==> src/shared/wdt_defines.svh <==
// constants for the watchdog and sleep/wake control block
`ifndef WDT_DEFINES_SVH
`define WDT_DEFINES_SVH

// ---------------------------------------------------------------
// register map (byte addresses, one register every 4 bytes)
// ---------------------------------------------------------------
`define ADDR_WDOG_CTRL 8'h00
`define ADDR_TMR_OPT 8'h04
`define ADDR_STATUS 8'h08
`define ADDR_CMD 8'h0C
`define ADDR_CFG 8'h10
`define ADDR_IRQ 8'h14

// ---------------------------------------------------------------
// reset values and fields
// ---------------------------------------------------------------
`define WDOG_CTRL_RST 8'h08
`define TMR_OPT_RST 8'hFF
`define WPS_LSB 1
`define WPS_MAX 4'hB
`define OPT_PSA_BIT 3
`define CMD_CLEAR_WATCHDOG_INSTR_BIT 0
`define CMD_SLEEP_BIT 1
`define CMD_OSCFAIL_BIT 2
`define CMD_SERVICE_BIT 3
`define CMD_RETFIE_BIT 4
`define IRQ_VECTOR 11'h004

// ---------------------------------------------------------------
// timing
// ---------------------------------------------------------------
`define LFOSC_HZ 31000
`define SYS_CLK_HZ 125000000
`define LF_DIV_CNT (`SYS_CLK_HZ / `LFOSC_HZ)
`define OST_PERIODS 1024
`define WDOG_PRE_BITS 16
`define WDOG_BASE_SHIFT 5

`endif

==> src/shared/wdt_pkg.sv <==
// types for the watchdog and sleep/wake control block
package wdt_pkg;

  // clock source modes
  typedef enum logic [2:0] {
    CLK_LP = 3'h0, CLK_XT = 3'h1, CLK_HS = 3'h2, CLK_EC = 3'h3,
    CLK_INTOSC = 3'h4, CLK_RC = 3'h5
  } clk_mode_t;

  // power state, one-hot
  typedef enum logic [2:0] {
    ST_RUN = 3'b001,
    ST_SLEEP = 3'b010,
    ST_OST = 3'b100
  } pwr_state_t;

  // register bus request
  typedef struct packed {
    logic [7:0] addr;
    logic [7:0] wdata;
    logic wr;
    logic rd;
  } reg_req_t;

  // wake outcome
  typedef struct packed {
    logic woke;
    logic vector;
    logic reset;
  } wake_t;

endpackage

==> src/core/wdt_counter.sv <==
// watchdog ripple counter stepped by the low-frequency tick
`timescale 1ns/1ps
`include "wdt_defines.svh"
module wdt_counter
  import wdt_pkg::*;
(
  input wire logic sys_clk,
  input wire logic rst_n,
  input wire logic tick,
  input wire logic clear,
  input wire logic run,
  input wire logic [3:0] period_sel,
  input wire logic use_shared,
  input wire logic [2:0] shared_rate,
  output logic [23:0] count,
  output logic expire
);

  logic [23:0] count_r;
  logic [4:0] tap;
  logic [5:0] sel_sum;

  // tap = base (1:32) + period code, plus shared prescaler (1:1..1:128)
  assign sel_sum = 6'(`WDOG_BASE_SHIFT) + {2'h0, period_sel}
                   + (use_shared ? {3'h0, shared_rate} : 6'h00);
  assign tap = (sel_sum > 6'h17) ? 5'h17 : sel_sum[4:0];
  assign count = count_r;
  assign expire = run && tick && (count_r[tap] == 1'b1);

  // counter clears on request or expiry
  always_ff @(posedge sys_clk or negedge rst_n) begin
    if (!rst_n) begin
      count_r <= 24'h000000;
    end else if (clear || expire) begin
      count_r <= 24'h000000;
    end else if (run && tick) begin
      count_r <= count_r + 24'h000001;
    end
  end

endmodule

==> src/core/wdt_sleep_ctrl.sv <==
// watchdog timer, sleep entry and wake-up control
//
// Local design decisions: the address map and strobed register access.
`timescale 1ns/1ps
`include "wdt_defines.svh"
// What this block does
// - watchdog ticks only from low-frequency oscillator
// - sixteen-bit watchdog prescaler before time-out
// - shared eight-bit prescaler usable when assigned
// - period selectable from milliseconds to minutes
// - reset loads 1:512, software enable off
// - start-up timer holds watchdog in reset
// - 1024-period start-up only crystal modes
// - configuration enable forces watchdog always on
// - software bit enables watchdog when config clear
// - period codes 1:32 to 1:65536, rest reserved
// - crystal wake keeps watchdog cleared until start-up
// - sleep clears watchdog and powerdown flag, sets timeout flag, stops oscillator
// - watchdog reset never drives master clear
// - master clear during sleep resets; other wake events continue execution
// - timeout flag cleared on watchdog time-out, powerdown on sleep
// - only clockless sources wake from sleep
// - individual enable alone permits wake
// - after wake run next, vector if global enable
// - pending enabled flag with global enable clear makes sleep a no-op
// - interrupt during sleep wakes immediately, flags updated
// - every wake from sleep clears watchdog
// - interrupt saves only return address
// - global enable cleared on reset and service
module wdt_sleep_ctrl
  import wdt_pkg::*;
(
  input wire logic sys_clk,
  input wire logic rst_n,
  input wire logic [7:0] reg_addr,
  input wire logic [7:0] reg_wdata,
  input wire logic reg_wr,
  input wire logic reg_rd,
  input wire logic config_watchdog_enable,
  input wire logic [2:0] clk_mode,
  input wire logic master_clear_pin,
  input wire logic [6:0] wake_src_pend,
  input wire logic [10:0] return_pc,
  output logic [7:0] reg_rdata,
  output logic watchdog_reset,
  output logic osc_driver_on,
  output logic io_hold,
  output logic sleeping,
  output logic resume_pulse,
  output logic vector_pulse,
  output logic [10:0] vector_addr,
  output logic [10:0] saved_pc,
  output logic master_clear_oe
);

  // ---------------------------------------------------------------
  // state and registers
  // ---------------------------------------------------------------
  reg_req_t req;
  pwr_state_t state_r, state_nxt;
  logic [7:0] wdog_ctrl_r;
  logic [7:0] tmr_opt_r;
  logic [6:0] irq_en_r;
  logic gie_r, gie_nxt;
  logic timeout_flag_r, timeout_flag_nxt;
  logic powerdown_flag_r, powerdown_flag_nxt;
  logic [7:0] reg_rdata_r;
  logic wdog_reset_r, osc_on_r, hold_r, resume_r, vector_r, pend_vec_r;
  logic [10:0] saved_pc_r;
  logic [15:0] lf_div_r;
  logic [10:0] ost_cnt_r;
  logic master_clear_pin_s1_r, master_clear_pin_s2_r;
  logic [6:0] src_s1_r, src_s2_r;

  assign req = '{addr: reg_addr, wdata: reg_wdata, wr: reg_wr, rd: reg_rd};

  // ---------------------------------------------------------------
  // pin synchronisers
  // ---------------------------------------------------------------
  always_ff @(posedge sys_clk or negedge rst_n) begin
    if (!rst_n) begin
      master_clear_pin_s1_r <= 1'b1;
      master_clear_pin_s2_r <= 1'b1;
      src_s1_r <= 7'h00;
      src_s2_r <= 7'h00;
    end else begin
      master_clear_pin_s1_r <= master_clear_pin;
      master_clear_pin_s2_r <= master_clear_pin_s1_r;
      src_s1_r <= wake_src_pend;
      src_s2_r <= src_s1_r;
    end
  end

  // ---------------------------------------------------------------
  // decode
  // ---------------------------------------------------------------
  wire wr_ctrl = req.wr && (req.addr == `ADDR_WDOG_CTRL);
  wire wr_opt = req.wr && (req.addr == `ADDR_TMR_OPT);
  wire wr_cmd = req.wr && (req.addr == `ADDR_CMD);
  wire wr_irq = req.wr && (req.addr == `ADDR_IRQ);
  wire cmd_clear_watchdog_instr = wr_cmd && req.wdata[`CMD_CLEAR_WATCHDOG_INSTR_BIT];
  wire cmd_sleep = wr_cmd && req.wdata[`CMD_SLEEP_BIT];
  wire cmd_oscfail = wr_cmd && req.wdata[`CMD_OSCFAIL_BIT];
  wire cmd_service = wr_cmd && req.wdata[`CMD_SERVICE_BIT];
  wire cmd_retfie = wr_cmd && req.wdata[`CMD_RETFIE_BIT];
  wire [3:0] wps_field = req.wdata[`WPS_LSB +: 4];
  wire crystal_mode = (clk_mode == CLK_LP) || (clk_mode == CLK_XT)
                      || (clk_mode == CLK_HS);
  wire wake_pending = |(src_s2_r & irq_en_r);
  wire master_clear_pin_active = !master_clear_pin_s2_r;

  // ---------------------------------------------------------------
  // low-frequency tick, ~31 kHz enable pulse
  // ---------------------------------------------------------------
  wire lf_tick = (lf_div_r == 16'(`LF_DIV_CNT - 1));
  always_ff @(posedge sys_clk or negedge rst_n) begin
    if (!rst_n) begin
      lf_div_r <= 16'h0000;
    end else begin
      lf_div_r <= lf_tick ? 16'h0000 : lf_div_r + 16'h0001;
    end
  end

  // ---------------------------------------------------------------
  // watchdog enable, clear and run
  // ---------------------------------------------------------------
  wire wdog_expire;
  wire wdog_enabled = config_watchdog_enable || wdog_ctrl_r[0];
  wire in_ost = (state_r == ST_OST);
  wire sleep_taken = cmd_sleep && !(wake_pending && !gie_r);
  wire wake_now = (state_r == ST_SLEEP) && (wake_pending || wdog_expire);
  wire wdog_clear = cmd_clear_watchdog_instr || cmd_oscfail
                    || sleep_taken
                    || wake_now || in_ost;
  wire wdog_run = wdog_enabled && !in_ost;

  // ripple counter with 16-bit prescaler and shared 8-bit option
  wdt_counter u_counter (
    .sys_clk(sys_clk),
    .rst_n(rst_n),
    .tick(lf_tick),
    .clear(wdog_clear),
    .run(wdog_run),
    .period_sel(wdog_ctrl_r[`WPS_LSB +: 4]),
    .use_shared(tmr_opt_r[`OPT_PSA_BIT]),
    .shared_rate(tmr_opt_r[2:0]),
    .count(),
    .expire(wdog_expire)
  );

  // ---------------------------------------------------------------
  // power state machine
  // ---------------------------------------------------------------
  always_comb begin
    state_nxt = state_r;
    case (state_r)
      ST_RUN: begin
        if (sleep_taken) begin
          state_nxt = ST_SLEEP;
        end
      end
      ST_SLEEP: begin
        if (wake_now) begin
          state_nxt = crystal_mode ? ST_OST : ST_RUN;
        end
      end
      ST_OST: begin
        if (lf_tick && ost_cnt_r == 11'(`OST_PERIODS - 1)) begin
          state_nxt = ST_RUN;
        end
      end
      default: begin
        state_nxt = ST_RUN;
      end
    endcase
  end

  // start-up timer shares the watchdog time base
  always_ff @(posedge sys_clk or negedge rst_n) begin
    if (!rst_n) begin
      ost_cnt_r <= 11'h000;
    end else if (!in_ost) begin
      ost_cnt_r <= 11'h000;
    end else if (lf_tick) begin
      ost_cnt_r <= ost_cnt_r + 11'h001;
    end
  end

  // ---------------------------------------------------------------
  // status flags and global enable
  // ---------------------------------------------------------------
  always_comb begin
    timeout_flag_nxt = timeout_flag_r;
    powerdown_flag_nxt = powerdown_flag_r;
    gie_nxt = gie_r;
    if (sleep_taken) begin
      timeout_flag_nxt = 1'b1;
      powerdown_flag_nxt = 1'b0;
    end
    if (wake_now && wdog_expire) begin
      timeout_flag_nxt = 1'b0;
    end else if (wdog_expire && state_r == ST_RUN) begin
      timeout_flag_nxt = 1'b0;
    end
    if (cmd_retfie) begin
      gie_nxt = 1'b1;
    end
    if (wr_irq) begin
      gie_nxt = req.wdata[7];
    end
    if (cmd_service || (resume_r && pend_vec_r)) begin
      gie_nxt = 1'b0;
    end
  end

  // ---------------------------------------------------------------
  // registers and outputs
  // ---------------------------------------------------------------
  always_ff @(posedge sys_clk or negedge rst_n) begin
    if (!rst_n) begin
      state_r <= ST_RUN;
      wdog_ctrl_r <= `WDOG_CTRL_RST;
      tmr_opt_r <= `TMR_OPT_RST;
      irq_en_r <= 7'h00;
      gie_r <= 1'b0;
      timeout_flag_r <= 1'b1;
      powerdown_flag_r <= 1'b1;
    end else begin
      state_r <= state_nxt;
      if (wr_ctrl) begin
        if (wps_field <= `WPS_MAX) begin
          wdog_ctrl_r <= {3'h0, req.wdata[4:0]};
        end else begin
          wdog_ctrl_r <= {3'h0, wdog_ctrl_r[4:1], req.wdata[0]};
        end
      end
      if (wr_opt) begin
        tmr_opt_r <= req.wdata;
      end
      if (wr_irq) begin
        irq_en_r <= req.wdata[6:0];
      end
      gie_r <= gie_nxt;
      timeout_flag_r <= timeout_flag_nxt;
      powerdown_flag_r <= powerdown_flag_nxt;
    end
  end

  // wake results, reset request and pc handling
  always_ff @(posedge sys_clk or negedge rst_n) begin
    if (!rst_n) begin
      wdog_reset_r <= 1'b0;
      osc_on_r <= 1'b1;
      hold_r <= 1'b0;
      resume_r <= 1'b0;
      vector_r <= 1'b0;
      pend_vec_r <= 1'b0;
      saved_pc_r <= 11'h000;
    end else begin
      // time-out in run or sleep-with-master_clear_pin resets internally only
      wdog_reset_r <= (wdog_expire && state_r == ST_RUN)
                      || (master_clear_pin_active && state_r == ST_SLEEP);
      osc_on_r <= (state_nxt != ST_SLEEP);
      hold_r <= (state_nxt == ST_SLEEP);
      resume_r <= (state_r != ST_RUN) && (state_nxt == ST_RUN)
                  && !master_clear_pin_active;
      if (wake_now) begin
        pend_vec_r <= gie_r && wake_pending;
      end else if (resume_r) begin
        pend_vec_r <= 1'b0;
      end
      vector_r <= (resume_r && pend_vec_r) || cmd_service;
      if ((resume_r && pend_vec_r) || cmd_service) begin
        saved_pc_r <= return_pc;
      end
    end
  end

  // ---------------------------------------------------------------
  // read port, data one cycle after strobe
  // ---------------------------------------------------------------
  wire [7:0] status_word = {3'h0, (state_r == ST_SLEEP), in_ost,
                            gie_r, timeout_flag_r, powerdown_flag_r};
  wire [7:0] cfg_word = {4'h0, clk_mode, config_watchdog_enable};
  wire [7:0] rd_mux = (req.addr == `ADDR_WDOG_CTRL) ? wdog_ctrl_r :
                      (req.addr == `ADDR_TMR_OPT) ? tmr_opt_r :
                      (req.addr == `ADDR_STATUS) ? status_word :
                      (req.addr == `ADDR_CFG) ? cfg_word :
                      (req.addr == `ADDR_IRQ) ? {gie_r, irq_en_r} : 8'h00;
  always_ff @(posedge sys_clk or negedge rst_n) begin
    if (!rst_n) begin
      reg_rdata_r <= 8'h00;
    end else begin
      reg_rdata_r <= req.rd ? rd_mux : 8'h00;
    end
  end

  assign reg_rdata = reg_rdata_r;
  assign watchdog_reset = wdog_reset_r;
  assign osc_driver_on = osc_on_r;
  assign io_hold = hold_r;
  assign sleeping = hold_r;
  assign resume_pulse = resume_r;
  assign vector_pulse = vector_r;
  assign vector_addr = `IRQ_VECTOR;  // constant vector
  assign saved_pc = saved_pc_r;
  assign master_clear_oe = 1'b0;

endmodule

==> config.mk <==
export PLATFORM = sky130hd
export DESIGN_NAME = wdt_sleep_ctrl
export DESIGN_NICKNAME = d
export VERILOG_FILES = /design/src/shared/wdt_pkg.sv /design/src/core/wdt_counter.sv /design/src/core/wdt_sleep_ctrl.sv
export VERILOG_INCLUDE_DIRS = /design/src /design/src/shared
export SDC_FILE = /design/constraint.sdc
export NUM_CORES = 1
export LEC_CHECK = 0
export ABC_CLOCK_PERIOD_IN_PS = 12950
export BUFFER_PORTS_ARGS = -buffer_cell sky130_fd_sc_hd__buf_2
export CORE_MARGIN = 8
export CORE_UTILIZATION = 55
export DETAILED_ROUTE_END_ITERATION = 7
export GPL_TIMING_DRIVEN = 0
export PLACE_DENSITY_LB_ADDON = 0.1
export SYNTH_ARGS = -nofsm -noshare
export SYNTH_HDL_FRONTEND = slang
export SYNTH_HIERARCHICAL = 1
export SYNTH_SLANG_ARGS = --single-unit
==> constraint.sdc <==
create_clock -name sys_clk -period 12.95 [get_ports sys_clk]
set_clock_uncertainty 0.1 [all_clocks]
set_input_delay 2.59 -clock sys_clk [delete_from_list [all_inputs] [get_ports sys_clk]]
set_output_delay 2.59 -clock sys_clk [all_outputs]
set_load 0.1 [all_outputs]
# Word level (Yosys, flattened, before mapping)
# Cells that the tools add are included.
[totals] wordCells=123 in_bits=43 out_inout_bits=37 register_bits=121
[classes] eq_ne=17 bitwise=1 n_reduce_logical=46 n_addsub=5 order_cmp=3 n_mux=28
[ops] operator="24-bit 2-to-1 mux" count=2
[ops] operator="8-bit 2-to-1 mux" count=6
[ops] operator="24-bit by 1-bit adder with 24-bit output, second input constant" count=1
[ops] operator="1-bit logical AND" count=23
[ops] operator="11-bit 2-to-1 mux" count=2
[ops] operator="16-bit by 1-bit adder with 16-bit output, second input constant" count=1
[ops] operator="16-bit by 12-bit == test with 1-bit output, second input constant" count=1
[ops] operator="8-bit by 4-bit == test with 1-bit output, second input constant" count=2
[ops] operator="8-bit by 5-bit == test with 1-bit output, second input constant" count=2
[ops] operator="16-bit 2-to-1 mux" count=1
[ops] operator="3-bit 2-to-1 mux" count=5
[ops] operator="11-bit by 1-bit adder with 11-bit output, second input constant" count=1
[ops] operator="11-bit by 10-bit == test with 1-bit output, second input constant" count=1
[ops] operator="1-bit logical OR" count=11
[ops] operator="3-bit by 1-bit == test with 1-bit output, second input constant" count=3
[ops] operator="3-bit by 2-bit == test with 1-bit output, second input constant" count=3
[ops] operator="1-bit 2-to-1 mux" count=9
[ops] operator="3-bit one-hot mux with 3 select lines" count=1
[ops] operator="8-bit by 3-bit == test with 1-bit output, second input constant" count=1
[ops] operator="8-bit logical NOT" count=1
[ops] operator="7-bit AND" count=1
[ops] operator="7-bit OR reduction" count=1
[ops] operator="6-bit adder" count=1
[ops] operator="6-bit by 5-bit greater-than comparator with 1-bit output, second input constant" count=1
[ops] operator="14 further kinds" count=19

# Depth between registers and ports, before layout
[depth] depth_word=14 mapped_depth=21 ltp_nobuf=20

# Cells and area by module
# The synthesis kept the hierarchy.
[modules_own_cells] module="wdt_sleep_ctrl" cells_per_inst=342 seq_area_each_um2=2371.0 area_each_um2=4122.7 instances=1
[modules_own_cells] module="wdt_counter" cells_per_inst=179 seq_area_each_um2=600.6 area_each_um2=1788.0 instances=1

# Least setup slack after synthesis
# No wires, ideal clock.
[synth_path] path_kind="input port to flip-flop" start="in reg_addr[0]" end="reg u_counter.count_r[21], in the netlist u_counter/count[21]" t_required_ps=12728 setup_time_ps=122 t_arrival_ps=5132 stages=11 path_buffers=1 slack_ps=7597 cell_sequence="or4_4 > nor4_4 > o211ai_1 > nand4_1 > a21oi_1 > and4b_1 > clkbuf_1 > nor4b_2 > nand3_1 > xor2_1 > nor2_4"
[synth_between] elab_chain_len=9 elab_cells_between_ends=13 classes_between="1 x eq/ne; 1 x mux; 11 x reduce/logical"
[synth_lines] element="start, declared" line="wdt_sleep_ctrl.sv:35" rtl="input wire logic [7:0] reg_addr,"
[synth_lines] element="8-bit by 4-bit == test with 1-bit output (no source line) *"
[synth_lines] element="1-bit logical AND *" line="wdt_sleep_ctrl.sv:99" rtl="wire wr_cmd = req.wr && (req.addr == `ADDR_CMD);"
[synth_lines] element="1-bit logical AND, on equally long branches" line="wdt_sleep_ctrl.sv:101, wdt_sleep_ctrl.sv:102, wdt_sleep_ctrl.sv:103"
[synth_lines] element="1-bit logical OR / 1-bit logical AND (equally long branches)" line="wdt_sleep_ctrl.sv:132, wdt_sleep_ctrl.sv:130"
[synth_lines] element="1-bit logical OR *" line="wdt_sleep_ctrl.sv:133" rtl="|| sleep_taken"
[synth_lines] element="1-bit logical OR * (2 in series)" line="wdt_sleep_ctrl.sv:134" rtl="|| wake_now || in_ost;"
[synth_lines] element="net wdog_clear" line="wdt_sleep_ctrl.sv:132" rtl="wire wdog_clear = cmd_clear_watchdog_instr || cmd_oscfail"
[synth_lines] element="1-bit logical OR *" line="wdt_counter.sv:34" rtl="end else if (clear || expire) begin"
[synth_lines] element="24-bit 2-to-1 mux / 2-bit nonzero test (equally long branches)"
[synth_lines] element="end signal, assigned" line="wdt_counter.sv:37" rtl="count_r <= count_r + 24'h000001;"
[synth_lines] element="end, declared" line="wdt_counter.sv:19" rtl="logic [23:0] count_r;"
# Mark *: on every way through the listed nets, which the timed path passes. The rest lies on a longest branch.
# A chain may end at the register's enable or synchronous reset.

# Final worst setup path
# Same ends and word-level chain as after synthesis.

==> metrics <==
critical path's top delay family simple AND/OR/NAND/NOR gates; post-DP HPWL 8900 µm; cells resized by post-CTS repair 0; Starting Density 0.555; DRC errors left 0; Avg Inst Size Synth 11.3 µm²; CTS Hold Buffers Added 0; first-pass GRT wire length 21400 µm; Synth cell types 74; Hold Crit Class register to register; FF-to-FF path depth 20; area occupied by multi-input gates 0.00273 mm²; Longest Clk Path Bufs 2; CP required 13270 ps; FP Rows 38; Cells after Synth 521; unrepaired setup endpoints after global routing no; CTS Buf Count 17; drt first pass iters 5; Vias/cell 5.47; die height 120 µm; vias in the first global route 4387; Ys Warns 6; Worst-path clk slew 60 ps; Antenna Nets Post-Route 0; leakage dissipation 3.24 nW; # nets final 670; routed wire length 12400 µm; worst vdd ir 222 µV; antenna violations before repair 0; startpoint of the worst hold path src_s1_r[0]; largest net degree at the start of global routing 82; crit path capture type register; Placeable Area 0.0107 mm²; worst-path cell chain buf_2 -> or4_4 -> nor4_4 -> o211ai_1 -> nand4_1 -> a21oi_1 -> and4b_1 -> clkbuf_1 -> nor4b_2 -> nand3_1 -> xor2_1 -> nor2_4; fraction of layout cells with a size suffix above 1 0.337; P per Cell Area 154 mW/mm²; PortBufs 66; Total Power 1.09 mW; Worst Setup Start Kind input port; CTS Root Buffer Type clkbuf_8; die area 0.0143 mm²; Final min period 5550 ps; clk sink count 118; WHS Endpoint src_s2_r[0]; FF/Latch Area 0.00297 mm²; sequential element share of the synthesized area 0.503; Crit Reg-Reg Startpoint tmr_opt_r[3]; DRT iter0 DRCs 171; R2R setup slack 7640 ps; Tightest Pin Transition 634 ps; Setup WS pre-CTS 6910 ps; grt ovf 0; Clock Latency Late Sink 530 ps; status complete, no violations; EDFF count, synth 0; flops & latches, synth 118; Final Hold Viols 0; worst stage delay on the critical path 590 ps; Die Width 120 µm; Max Slew Vio Count 0; CP arrival 5870 ps; Slew headroom 0.573; ys flop type dfrtp_1; Tcrit/Tclk final 0.428; # Max-Cap Violations 0; synthesis-to-layout area growth 20.0%; # fillers 859; setup bufs post-CTS 0; commonest non-fill, non-tap cell in the layout dfrtp_1; Mapped Area 0.00591 mm²; Fmax 180 MHz; crit path kind input port to register; final setup fails 0; post-route setup slack 7400 ps; Critical-path top delay cell or4_4; routed length per placed instance 16.0 µm; CTS tree built; Global Route Usage Sum 0.188; via count 4215; RR Endpoint u_counter/count[21]; Top Ports 80; Max FO, Critical Path 5; commonest cells after routing, fill and taps aside dfrtp_1, buf_2, nor2_1, nand2_1; CTS H-Tree Depth 4; Synth async-reset ratio 1.00; CP Buf/Inv Count 2; hold path cells 0; routability congestion estimate 0.869; ANT cells 0; setup TNS 0 ps
## flip-flops by register name, summed over array words and instances (netlist names), 3 cells and up
register	flops
tmr_opt_r	8
state_r	3
irq_en_r	7
src_s2_r	7
reg_rdata	8
wdog_ctrl_r	5
src_s1_r	7
lf_div_r	16
ost_cnt_r	11
u_counter/count	24
saved_pc	11
## worst max path at each step
| stage | start | end | slack [ps] | cells past startpoint |
|---|---|---|---|---|
| floorplan | reg_addr[0] | u_counter/count[21] | 7600 | 11 |
| global placement | reg_addr[0] | u_counter/count[21] | 6940 | 12 |
| detailed placement | reg_addr[0] | u_counter/count[21] | 6910 | 12 |
| CTS | reg_addr[0] | u_counter/count[21] | 7440 | 12 |
| global route | reg_addr[0] | u_counter/count[21] | 7100 | 12 |
| finish | reg_addr[0] | u_counter/count[21] | 7400 | 12 |
## through the flow
step / cell area [µm²] / util / cells / hold WS, ps
after floorplan: 5950 / - / 531 / 231
after global placement: 6450 / 0.606 / 737 / 232
after detailed placement: 6490 / 0.609 / 738 / 236
after CTS: 7090 / 0.666 / 770 / 249
after global routing: 7090 / 0.666 / 770 / 260
final: 7090 / 0.666 / 770 / 246
## routing by layer
metal / vias to the layer above / wire length [µm] / track usage
met2: 97 / 5980 / 0.298
met4: 0 / 292 / 0.0921
met1: 2066 / 5490 / 0.227
met5: - / 0 / 0
li1: 2032 / - / -
met3: 20 / 584 / 0.0601
## where the power goes
| group | switching [mW] | total [mW] | leakage (nW) | internal (mW) |
|---|---|---|---|---|
| Sequential | 0.0123 | 0.406 | 1.53 | 0.394 |
| Combinational | 0.169 | 0.212 | 1.42 | 0.0433 |
| Clock | 0.167 | 0.475 | 0.287 | 0.308 |
| Total | 0.348 | 1.09 | 3.24 | 0.745 |
## area by class of cell
cell class,count,share of cell area
sequential,118,0.419
clock inverter,11,0.0208
buffer,27,0.0252
clock buffer,21,0.0647
tap,140,0.0247
inverter,19,0.0101
multi-input combinational,367,0.384
timing repair buffer,67,0.0513
## synthesized netlist by cell type (3+ instances only)
master | n | area share
clkbuf_1 | 6 | 0.0038
a32oi_1 | 3 | 0.0044
dfstp_2 | 15 | 0.067
and3_1 | 9 | 0.0095
ha_1 | 9 | 0.019
o21a_1 | 3 | 0.0038
nand4_1 | 15 | 0.016
nand2_1 | 33 | 0.021
o21ai_0 | 12 | 0.010
nor2b_1 | 4 | 0.0042
buf_4 | 16 | 0.020
nor4_4 | 3 | 0.011
xor2_1 | 29 | 0.043
mux4_2 | 7 | 0.027
dfrtp_1 | 103 | 0.44
nor3_1 | 7 | 0.0059
or3_1 | 4 | 0.0042
inv_1 | 19 | 0.012
mux2i_1 | 3 | 0.0051
nand2b_1 | 9 | 0.0095
and2_1 | 4 | 0.0042
o211ai_1 | 3 | 0.0038
mux2_2 | 29 | 0.055
nor2_1 | 42 | 0.027
xnor2_1 | 10 | 0.015
and4_1 | 4 | 0.0059
nand3b_1 | 3 | 0.0038
a22oi_1 | 5 | 0.0064
a21oi_1 | 15 | 0.013
nor2_2 | 20 | 0.021
nand3_1 | 21 | 0.018
## worst reg2reg max path, stage by stage, from the launching register on
cell and delay [ps]:
dfstp_2 550, and2_1 130, ha_1 230, ha_1 210, inv_1 70, fa_1 520, inv_1 120, o221ai_1 140
a211oi_2 310, o22ai_4 130, nor3_2 400, inv_1 110, a41o_1 260, nand4_1 300, a21oi_1 110, and4b_1 250
clkbuf_1 210, nor4b_2 580, nand3_1 170, xor2_1 250, nor2_4 40
## kinds of logic after synthesis
| kind of cell | count (synthesis) | synth area share |
|---|---|---|
| compound gates | 68 | 0.0885 |
| fa+ha+maj | 10 | 0.0224 |
| other cells | 2 | 0.00127 |
| simple gates | 195 | 0.189 |
| flops | 118 | 0.503 |
| xor+xnor | 40 | 0.0605 |
| mux | 42 | 0.0934 |
| buf+inv | 46 | 0.0423 |
Power figures use the tool's default switching activity.
